$ cat config.mk
export PLATFORM = sky130hd
export DESIGN_NAME = timer16_waveform_output_control
export DESIGN_NICKNAME = d
export VERILOG_FILES = /design/src/timer16_wave_pkg.sv /design/src/timer16_waveform_output_control.sv /design/src/timer16_wave_unit.sv
export SDC_FILE = /design/constraint.sdc
export NUM_CORES = 1
export LEC_CHECK = 0
export BUFFER_PORTS_ARGS = -buffer_cell sky130_fd_sc_hd__buf_4
export CORE_AREA = 2 2 83 85
export DETAILED_ROUTE_END_ITERATION = 10
export DIE_AREA = 0 0 85 87
export HOLD_SLACK_MARGIN = 0.05
export PLACE_DENSITY = 0.78
export SLEW_MARGIN = 0
export SYNTH_ARGS = -nofsm -noshare
export SYNTH_HDL_FRONTEND = slang
export SYNTH_HIERARCHICAL = 1
export SYNTH_SLANG_ARGS = --single-unit
$ cat constraint.sdc
create_clock -name CLK -period 4.1 [get_ports CLK]
set_input_delay 0 -clock CLK [delete_from_list [all_inputs] [get_ports CLK]]
set_output_delay 0 -clock CLK [all_outputs]
set_load 0.01 [all_outputs]
$ cat src/timer16_wave_pkg.sv
// Purpose: Shared constants and types of the 16-bit timer output control
// Assumes: APB register index times four gives the byte address
// Notes: Mode codes follow the 4-bit waveform mode selector
package timer16_wave_pkg;

	// Register indices and byte addresses
	localparam logic [11:0] OUTPUT_MODE_CONTROL_IDX = 12'h080;
	localparam logic [11:0] CLOCK_MODE_CONTROL_IDX  = 12'h081;
	localparam logic [11:0] WAVE_STATUS_IDX         = 12'h090;
	localparam logic [11:0] OUTPUT_MODE_CONTROL_ADR = 12'(OUTPUT_MODE_CONTROL_IDX * 4);
	localparam logic [11:0] CLOCK_MODE_CONTROL_ADR  = 12'(CLOCK_MODE_CONTROL_IDX * 4);
	localparam logic [11:0] WAVE_STATUS_ADR         = 12'(WAVE_STATUS_IDX * 4);

	// Field positions
	localparam int CHAN_A_ACTION_LSB = 6;
	localparam int CHAN_B_ACTION_LSB = 4;
	localparam int MODE_LOW_LSB      = 0;
	localparam int MODE_HIGH_LSB     = 3;

	// Reset values and masks
	localparam logic [7:0] OUTPUT_MODE_CONTROL_RST = 8'h00;
	localparam logic [7:0] OUTPUT_MODE_CONTROL_MSK = 8'hF3;
	localparam logic [7:0] CLOCK_MODE_CONTROL_RST  = 8'h00;
	localparam logic [7:0] CLOCK_MODE_CONTROL_MSK  = 8'h18;

	// Counter limits
	localparam logic [15:0] COUNT_MAX    = 16'hFFFF;
	localparam logic [15:0] COUNT_BOTTOM = 16'h0000;
	localparam logic [15:0] TOP_8BIT     = 16'h00FF;
	localparam logic [15:0] TOP_9BIT     = 16'h01FF;
	localparam logic [15:0] TOP_10BIT    = 16'h03FF;

	// Output action codes
	localparam logic [1:0] ACTION_OFF    = 2'h0;
	localparam logic [1:0] ACTION_TOGGLE = 2'h1;

	// Waveform modes
	localparam logic [3:0] MODE_NORMAL      = 4'h0;
	localparam logic [3:0] MODE_PC8         = 4'h1;
	localparam logic [3:0] MODE_PC9         = 4'h2;
	localparam logic [3:0] MODE_PC10        = 4'h3;
	localparam logic [3:0] MODE_CTC_A       = 4'h4;
	localparam logic [3:0] MODE_FAST8       = 4'h5;
	localparam logic [3:0] MODE_FAST9       = 4'h6;
	localparam logic [3:0] MODE_FAST10      = 4'h7;
	localparam logic [3:0] MODE_PFC_CAPTURE = 4'h8;
	localparam logic [3:0] MODE_PFC_A       = 4'h9;
	localparam logic [3:0] MODE_PC_CAPTURE  = 4'hA;
	localparam logic [3:0] MODE_PC_A        = 4'hB;
	localparam logic [3:0] MODE_CTC_CAPTURE = 4'hC;
	localparam logic [3:0] MODE_RESERVED    = 4'hD;
	localparam logic [3:0] MODE_FAST_CAP    = 4'hE;
	localparam logic [3:0] MODE_FAST_A      = 4'hF;

	// Waveform family, one-hot
	typedef enum logic [3:0] {
		CLASS_NON_PWM  = 4'b0001,
		CLASS_FAST     = 4'b0010,
		CLASS_DUAL     = 4'b0100,
		CLASS_RESERVED = 4'b1000
	} wave_class_t;

	typedef enum logic [1:0] {
		TOP_FIXED   = 2'h0,
		TOP_CHAN_A  = 2'h1,
		TOP_CAPTURE = 2'h2
	} top_source_t;

	typedef enum logic [1:0] {
		AT_IMMEDIATE = 2'h0,
		AT_TOP       = 2'h1,
		AT_BOTTOM    = 2'h2,
		AT_MAX       = 2'h3
	} event_point_t;

	// Decoded mode handed to the counter datapath
	typedef struct packed {
		wave_class_t  wave_class;
		top_source_t  top_source;
		logic [15:0]  top_value;
		event_point_t compare_update;
		event_point_t overflow_point;
		logic         dual_slope;
		logic         counter_stop;
	} mode_info_t;

	// Events from the counter datapath
	typedef struct packed {
		logic count_up;
		logic at_bottom;
		logic match_a;
		logic match_b;
	} timer_event_t;

endpackage

$ cat src/timer16_waveform_output_control.sv
// Purpose: Control registers and waveform decode of the 16-bit timer
// Assumes: APB slave, zero wait states, counter datapath outside
// Notes: Mode decode feeds the counter datapath outside
`timescale 1ns/1ps
module timer16_waveform_output_control
	import timer16_wave_pkg::*;
(
	input  wire logic          CLK,
	input  wire logic          ARST_N,
	input  wire logic          PSEL,
	input  wire logic          PENABLE,
	input  wire logic          PWRITE,
	input  wire logic [11:0]   PADDR,
	input  wire logic [31:0]   PWDATA,
	input  wire logic [3:0]    PSTRB,
	output logic [31:0]        PRDATA,
	output logic               PREADY,
	output logic               PSLVERR,
	input  wire logic [15:0]   COUNTER_VALUE,
	input  wire logic [15:0]   CHAN_A_COMPARE_VALUE,
	input  wire logic [15:0]   CHAN_B_COMPARE_VALUE,
	input  wire logic [15:0]   CAPTURE_VALUE,
	input  wire timer_event_t  TIMER_EVENT,
	output mode_info_t         MODE_INFO,
	output logic               TOP_REACHED,
	output logic               CHAN_A_WAVE_OUT,
	output logic               CHAN_B_WAVE_OUT,
	output logic               CHAN_A_PIN_OVERRIDE,
	output logic               CHAN_B_PIN_OVERRIDE
);

	// Fixed top of modes that define it themselves
	function automatic logic [15:0] fixed_top(input logic [3:0] mode);
		case (mode)
			MODE_PC8, MODE_FAST8:   fixed_top = TOP_8BIT;
			MODE_PC9, MODE_FAST9:   fixed_top = TOP_9BIT;
			MODE_PC10, MODE_FAST10: fixed_top = TOP_10BIT;
			default:                fixed_top = COUNT_MAX;
		endcase
	endfunction

	// Address decode, shared by read and write paths
	function automatic logic is_mapped(input logic [11:0] adr);
		is_mapped = (adr == OUTPUT_MODE_CONTROL_ADR) ||
			(adr == CLOCK_MODE_CONTROL_ADR) ||
			(adr == WAVE_STATUS_ADR);
	endfunction

	logic [7:0]  timer16_output_mode_control;
	logic [7:0]  timer16_clock_mode_control;
	logic [1:0]  chan_a_output_action;
	logic [1:0]  chan_b_output_action;
	logic [3:0]  waveform_mode_select;
	logic        wr_access;
	logic        rd_setup;
	logic [31:0] next_prdata;
	logic [7:0]  wave_status;
	mode_info_t  next_mode;
	logic        toggle_a_ok;
	logic [15:0] compare_value [2];
	logic [1:0]  action [2];
	logic [1:0]  toggle_ok;
	logic [1:0]  match;
	logic [1:0]  cmp_eq_top;
	logic [1:0]  cmp_eq_bottom;
	logic [1:0]  wave;
	logic [1:0]  connected;

	// Field extraction
	assign chan_a_output_action = timer16_output_mode_control[CHAN_A_ACTION_LSB +: 2];
	assign chan_b_output_action = timer16_output_mode_control[CHAN_B_ACTION_LSB +: 2];
	assign waveform_mode_select = {timer16_clock_mode_control[MODE_HIGH_LSB +: 2],
		timer16_output_mode_control[MODE_LOW_LSB +: 2]};

	// APB handshake, always ready
	assign wr_access = PSEL && PENABLE && PWRITE && PSTRB[0] && is_mapped(PADDR);
	assign rd_setup  = PSEL && !PENABLE && !PWRITE;
	assign PREADY    = 1'b1;
	assign PSLVERR   = PSEL && PENABLE && !is_mapped(PADDR);

	// First control register
	always_ff @(posedge CLK or negedge ARST_N)
	begin
		if (!ARST_N)
			timer16_output_mode_control <= OUTPUT_MODE_CONTROL_RST;
		else if (wr_access && PADDR == OUTPUT_MODE_CONTROL_ADR)
			timer16_output_mode_control <= PWDATA[7:0] & OUTPUT_MODE_CONTROL_MSK;
	end

	// Second control register, only the high mode bits live here
	always_ff @(posedge CLK or negedge ARST_N)
	begin
		if (!ARST_N)
			timer16_clock_mode_control <= CLOCK_MODE_CONTROL_RST;
		else if (wr_access && PADDR == CLOCK_MODE_CONTROL_ADR)
			timer16_clock_mode_control <= PWDATA[7:0] & CLOCK_MODE_CONTROL_MSK;
	end

	// Live state seen by software
	assign wave_status = {2'h0, next_mode.counter_stop, TIMER_EVENT.count_up,
		connected[1], connected[0], wave[1], wave[0]};

	// Read mux
	always_comb
	begin
		next_prdata = 32'h0000_0000;
		case (PADDR)
			OUTPUT_MODE_CONTROL_ADR: next_prdata[7:0] = timer16_output_mode_control;
			CLOCK_MODE_CONTROL_ADR:  next_prdata[7:0] = timer16_clock_mode_control;
			WAVE_STATUS_ADR:         next_prdata[7:0] = wave_status;
			default:                 next_prdata = 32'h0000_0000;
		endcase
	end

	// Read data captured in the setup cycle
	always_ff @(posedge CLK or negedge ARST_N)
	begin
		if (!ARST_N)
			PRDATA <= 32'h0000_0000;
		else if (rd_setup)
			PRDATA <= next_prdata;
	end

	// Mode decode: family, top, update and overflow points
	always_comb
	begin
		next_mode                = '0;
		next_mode.wave_class     = CLASS_NON_PWM;
		next_mode.top_source     = TOP_FIXED;
		next_mode.top_value      = fixed_top(waveform_mode_select);
		next_mode.compare_update = AT_IMMEDIATE;
		next_mode.overflow_point = AT_MAX;
		case (waveform_mode_select)
			MODE_NORMAL:
				next_mode.wave_class = CLASS_NON_PWM;
			MODE_CTC_A:
				next_mode.top_source = TOP_CHAN_A;
			MODE_CTC_CAPTURE:
				next_mode.top_source = TOP_CAPTURE;
			MODE_PC8, MODE_PC9, MODE_PC10:
			begin
				next_mode.wave_class     = CLASS_DUAL;
				next_mode.compare_update = AT_TOP;
				next_mode.overflow_point = AT_BOTTOM;
			end
			MODE_FAST8, MODE_FAST9, MODE_FAST10, MODE_FAST_CAP, MODE_FAST_A:
			begin
				next_mode.wave_class     = CLASS_FAST;
				next_mode.compare_update = AT_BOTTOM;
				next_mode.overflow_point = AT_TOP;
			end
			MODE_PFC_CAPTURE, MODE_PFC_A:
			begin
				next_mode.wave_class     = CLASS_DUAL;
				next_mode.compare_update = AT_BOTTOM;
				next_mode.overflow_point = AT_BOTTOM;
			end
			MODE_PC_CAPTURE, MODE_PC_A:
			begin
				next_mode.wave_class     = CLASS_DUAL;
				next_mode.compare_update = AT_TOP;
				next_mode.overflow_point = AT_BOTTOM;
			end
			MODE_RESERVED:
			begin
				next_mode.wave_class   = CLASS_RESERVED;
				next_mode.counter_stop = 1'b1;
			end
			default:
				next_mode.wave_class = CLASS_NON_PWM;
		endcase
		// Variable tops of the fast and dual-slope families
		if (waveform_mode_select == MODE_FAST_A || waveform_mode_select == MODE_PFC_A ||
			waveform_mode_select == MODE_PC_A)
			next_mode.top_source = TOP_CHAN_A;
		if (waveform_mode_select == MODE_FAST_CAP || waveform_mode_select == MODE_PFC_CAPTURE ||
			waveform_mode_select == MODE_PC_CAPTURE)
			next_mode.top_source = TOP_CAPTURE;
		case (next_mode.top_source)
			TOP_CHAN_A:  next_mode.top_value = CHAN_A_COMPARE_VALUE;
			TOP_CAPTURE: next_mode.top_value = CAPTURE_VALUE;
			default:     next_mode.top_value = fixed_top(waveform_mode_select);
		endcase
		next_mode.dual_slope = (next_mode.wave_class == CLASS_DUAL);
	end

	assign MODE_INFO = next_mode;

	// Turning point of the count sequence
	assign TOP_REACHED = (COUNTER_VALUE == next_mode.top_value);

	// Channel A toggle permission by family
	always_comb
	begin
		toggle_a_ok = 1'b0;
		case (next_mode.wave_class)
			CLASS_NON_PWM:
				toggle_a_ok = 1'b1;
			CLASS_FAST:
				toggle_a_ok = (waveform_mode_select == MODE_FAST_CAP) ||
					(waveform_mode_select == MODE_FAST_A);
			CLASS_DUAL:
				toggle_a_ok = (waveform_mode_select == MODE_PFC_A) ||
					(waveform_mode_select == MODE_PC_A);
			default:
				toggle_a_ok = 1'b0;
		endcase
	end

	// Per-channel inputs, channel A at index 0
	assign compare_value[0] = CHAN_A_COMPARE_VALUE;
	assign compare_value[1] = CHAN_B_COMPARE_VALUE;
	assign action[0]        = chan_a_output_action;
	assign action[1]        = chan_b_output_action;
	assign toggle_ok[0]     = toggle_a_ok;
	assign toggle_ok[1]     = (next_mode.wave_class == CLASS_NON_PWM);
	assign match[0]         = TIMER_EVENT.match_a;
	assign match[1]         = TIMER_EVENT.match_b;

	// Compare output units
	genvar ch;
	generate
		for (ch = 0; ch < 2; ch++)
		begin : g_chan
			assign cmp_eq_top[ch]    = (compare_value[ch] == next_mode.top_value);
			assign cmp_eq_bottom[ch] = (compare_value[ch] == COUNT_BOTTOM);

			timer16_wave_unit u_wave (
				.CLK           (CLK),
				.ARST_N        (ARST_N),
				.WAVE_CLASS    (next_mode.wave_class),
				.ACTION        (action[ch]),
				.TOGGLE_OK     (toggle_ok[ch]),
				.MATCH         (match[ch]),
				.AT_BOTTOM     (TIMER_EVENT.at_bottom),
				.COUNT_UP      (TIMER_EVENT.count_up),
				.CMP_EQ_TOP    (cmp_eq_top[ch]),
				.CMP_EQ_BOTTOM (cmp_eq_bottom[ch]),
				.WAVE          (wave[ch]),
				.CONNECTED     (connected[ch])
			);
		end
	endgenerate

	// Pin takeover; direction bit stays with the port logic
	assign CHAN_A_PIN_OVERRIDE = connected[0];
	assign CHAN_B_PIN_OVERRIDE = connected[1];
	assign CHAN_A_WAVE_OUT     = wave[0];
	assign CHAN_B_WAVE_OUT     = wave[1];

endmodule

$ cat src/timer16_wave_unit.sv
// Purpose: One compare output channel of the 16-bit timer
// Assumes: Match and bottom inputs are one-cycle strobes
// Notes: Holds its level while disconnected
`timescale 1ns/1ps
module timer16_wave_unit
	import timer16_wave_pkg::*;
(
	input  wire logic        CLK,
	input  wire logic        ARST_N,
	input  wire wave_class_t WAVE_CLASS,
	input  wire logic [1:0]  ACTION,
	input  wire logic        TOGGLE_OK,
	input  wire logic        MATCH,
	input  wire logic        AT_BOTTOM,
	input  wire logic        COUNT_UP,
	input  wire logic        CMP_EQ_TOP,
	input  wire logic        CMP_EQ_BOTTOM,
	output logic             WAVE,
	output logic             CONNECTED
);

	logic toggle_sel;

	// Toggle code only counts where the mode permits it
	assign toggle_sel = (ACTION == ACTION_TOGGLE) && TOGGLE_OK;

	// Connection decode
	always_comb
	begin
		CONNECTED = 1'b0;
		if (ACTION != ACTION_OFF && WAVE_CLASS != CLASS_RESERVED)
			CONNECTED = ACTION[1] || toggle_sel;
	end

	// Output level per waveform family
	always_ff @(posedge CLK or negedge ARST_N)
	begin
		if (!ARST_N)
			WAVE <= 1'b0;
		else if (CONNECTED)
		begin
			case (WAVE_CLASS)
				CLASS_NON_PWM:
				begin
					if (MATCH)
						WAVE <= ACTION[1] ? ACTION[0] : !WAVE;
				end
				CLASS_FAST:
				begin
					if (!ACTION[1])
					begin
						if (MATCH)
							WAVE <= !WAVE;
					end
					else if (MATCH && !CMP_EQ_TOP)
						WAVE <= ACTION[0];
					else if (AT_BOTTOM)
						WAVE <= !ACTION[0];
				end
				CLASS_DUAL:
				begin
					if (!ACTION[1])
					begin
						if (MATCH)
							WAVE <= !WAVE;
					end
					else if (CMP_EQ_BOTTOM)
						WAVE <= ACTION[0];
					else if (CMP_EQ_TOP)
						WAVE <= !ACTION[0];
					else if (MATCH)
						WAVE <= COUNT_UP ? ACTION[0] : !ACTION[0];
				end
				default:
					WAVE <= WAVE;
			endcase
		end
	end

endmodule

==> results.json <==
{
  "cp_data_arrival_time_ps": 3960,
  "hold_viol": 0,
  "synth_edf_count": 0,
  "seq_area_um2": 450,
  "die_area_mm2": 0.00740,
  "vias": 3098,
  "final_util_pct": 59.4,
  "cp-start-kind": "register",
  "ys_async_sr_fraction_pct": 100,
  "overflow": 0,
  "antenna_left": 0,
  "fin_worst_skew_ps": 1.65,
  "io_pins": 188,
  "ys_ff_latch": 18,
  "yosysTopAreaCell": "dfrtp_1",
  "grt_max_degree": 24,
  "place_ws_ps": 293,
  "slew_headroom_pct": 47.0,
  "clock_latency_ps": 250,
  "layout.cells.most_common": "buf_4",
  "p_leak_nw": 1.86,
  "cts_htree_levels": 1,
  "status": "finished, final reports clean",
  "critPathTopFamily": "simple AND/OR/NAND/NOR gates",
  "clk_pin_slew_ps": 70,
  "grt_usage_pct": 23.7,
  "n_antenna_cell": 0,
  "cts.sinks": 18,
  "fp-row-count": 30,
  "ir_drop_uv": 208,
  "max_freq_mhz": 261,
  "hold_path_class": "primary input to register",
  "fin_cells": 560,
  "critical-path-max-stage-delay_ps": 430,
  "drive_above_1_share_pct": 37.3,
  "coreArea_mm2": 0.00657,
  "crit_path_end_kind": "register",
  "finalCriticalPeriod_ps": 3830,
  "synth_cells": 340,
  "synth_top_area_share_pct": 16.6,
  "multiInputGateArea_mm2": 0.00195,
  "fillers": 624,
  "final_cell_mix": "buf_4 (142), inv_1 (36), nor2_1 (28)",
  "syn_area_per_cell_um2": 8.00,
  "drt-wirelength-per-cell_um": 16.3,
  "worst-path-max-fanout": 23,
  "finalWirelength_um": 9130,
  "numCtsBuffers": 3,
  "critPathRequiredTime_ps": 4230,
  "first_global_vias": 3006,
  "crit_chain": "or2_2, mux2_2, ha_1, buf_12, nand2b_1, nor2_1, o311ai_0, nor4_1, and3_1, or2b_1, mux2i_1, o31a_1, o31ai_1, mux2_1",
  "worstSetupPathType": "register to register",
  "clockBufferDepth": 2,
  "worst_path_max_delay_cell": "nor2_1",
  "yosys-top-cells-area": "dfrtp_1 (17%), buf_4 (7.5%), xor2_1 (6.1%)",
  "rsz0062_at_grt": "false",
  "setup_tns_ps": 0,
  "via_per_inst": 5.53,
  "area_growth_pct": 43.4,
  "port_buffers": 134,
  "drcViolationCount": 0,
  "placed_cells": 548,
  "floorplan.initialDensity_pct": 41.4,
  "power_density_mw_per_mm2": 134,
  "die_w_um": 85,
  "gp_congestion": 0.954,
  "drtPass1Iterations": 5,
  "nets": 604,
  "timing.final.ws_setup_ps": 272,
  "drv_slew": 0,
  "whs_ps": 103,
  "yosysUniqueCellTypes": 62,
  "netlist_area_mm2": 0.00272,
  "grt_pass1_wl_um": 14300,
  "ys.warnings.count": 6,
  "drv_cap": 0,
  "path_buf_inv": 1,
  "worst_slew_pin_slew_ps": 795,
  "ys.flop_type": "dfrtp_1",
  "ys_seq_area_share_pct": 16.6,
  "cts-root-buf": "clkbuf_8",
  "antenna_found_initial": 0,
  "fin_crit_sh_pct": 93.4,
  "cts_tree": "done",
  "drt_iter0_drc": 144,
  "setup-violations-final": 0,
  "dp_hpwl_um": 7530,
  "die_h_um": 87
}
[kinds of logic after synthesis]
| logic type | after synthesis | synth area share [%] |
|---|---|---|
| buf+inv | 76 | 15.0 |
| fa+ha+maj | 2 | 0.920 |
| xor+xnor | 35 | 11.3 |
| mux | 16 | 6.44 |
| simple gates | 95 | 20.5 |
| flops | 18 | 16.6 |
| compound gates | 96 | 28.9 |
| other cells | 2 | 0.276 |
[power breakdown]
| part | switching [mW] | leakage, nW | internal, mW |
|---|---|---|---|
| logic | 0.0844 | 1.59 | 0.101 |
| clock network | 0.0581 | 0.0288 | 0.0853 |
| registers | 0.00625 | 0.241 | 0.186 |
| total | 0.149 | 1.86 | 0.372 |
[worst min-delay path: stages]
cell	delay (ps)
buf_4	90
nor3_2	70
nand3_1	80
o21ai_0	70
[sequential cells by signal, summed over array words and instances (netlist names)]
register and flops:
PRDATA 8, timer16_output_mode_control 6, g_chan.u_wave/WAVE 2, timer16_clock_mode_control 2
[per-stage QoR]
| stage | instance area [um^2] | power [mW] |
|---|---|---|
| 2_1_floorplan | 2810 | 0.273 |
| 3_3_place_gp | 3760 | 0.370 |
| 3_5_place_dp | 3760 | 0.373 |
| 4_1_cts | 3890 | 0.522 |
| 5_1_grt | 3900 | 0.546 |
| 6_report | 3900 | 0.521 |
[repair_timing]
action	in CTS	in global routing
endpoints found under the hold margin	26	0
setup endpoints to repair	0	1
gates resized for setup	0	2
hold buffers	8	0
buffers inserted	0	0
[Yosys cell counts (3+ instances only)]
library cell	n
a21oi_1	21
a221oi_1	6
a221oi_2	9
a22oi_1	12
a31oi_1	5
buf_2	6
buf_4	27
clkbuf_1	5
dfrtp_1	18
inv_1	36
mux2_1	8
mux2_2	4
mux2i_1	4
nand2_1	8
nand2b_1	8
nand3_1	6
nand4_1	6
nor2_1	28
nor3_1	3
nor4_1	11
o21ai_0	9
o22ai_1	3
o31ai_1	6
or4b_4	4
xnor2_1	16
xor2_1	19
[routing by layer]
| metal | GRT usage, % | wire length [um] |
|---|---|---|
| met1 | 28.0 | 3580 |
| met2 | 43.9 | 4570 |
| met3 | 4.36 | 826 |
| met4 | 6.35 | 150 |
| met5 | 0 | 0 |
[path summary, 6_finish.rpt]
check / cells after the start / end / slack [ps] / start
setup / recovery: 14 / g_chan[1].u_wave/WAVE$_DFFE_PN0P_ / 270 / timer16_clock_mode_control[4]$_DFFE_PN0P_
hold / removal: 4 / PRDATA[6]$_DFFE_PN0P_ / 100 / PADDR[6]
setup reg to reg: 14 / g_chan[1].u_wave/WAVE$_DFFE_PN0P_ / 270 / timer16_clock_mode_control[4]$_DFFE_PN0P_
hold reg to reg: 2 / PRDATA[4]$_DFFE_PN0P_ / 540 / PRDATA[4]$_DFFE_PN0P_
max in group asynchronous: 2 / timer16_clock_mode_control[3]$_DFFE_PN0P_ / 3760 / ARST_N
min in group asynchronous: 2 / PRDATA[7]$_DFFE_PN0P_ / 150 / ARST_N
[final cells by class]
cell class                 instances  share of cell area, %
multi-input combinational        269                   50.1
timing repair buffer             153                   30.9
sequential                        18                   11.6
inverter                          36                   3.47
tap                               80                   2.57
clock buffer                       4                   1.41
Power figures use the tool's default switching activity.
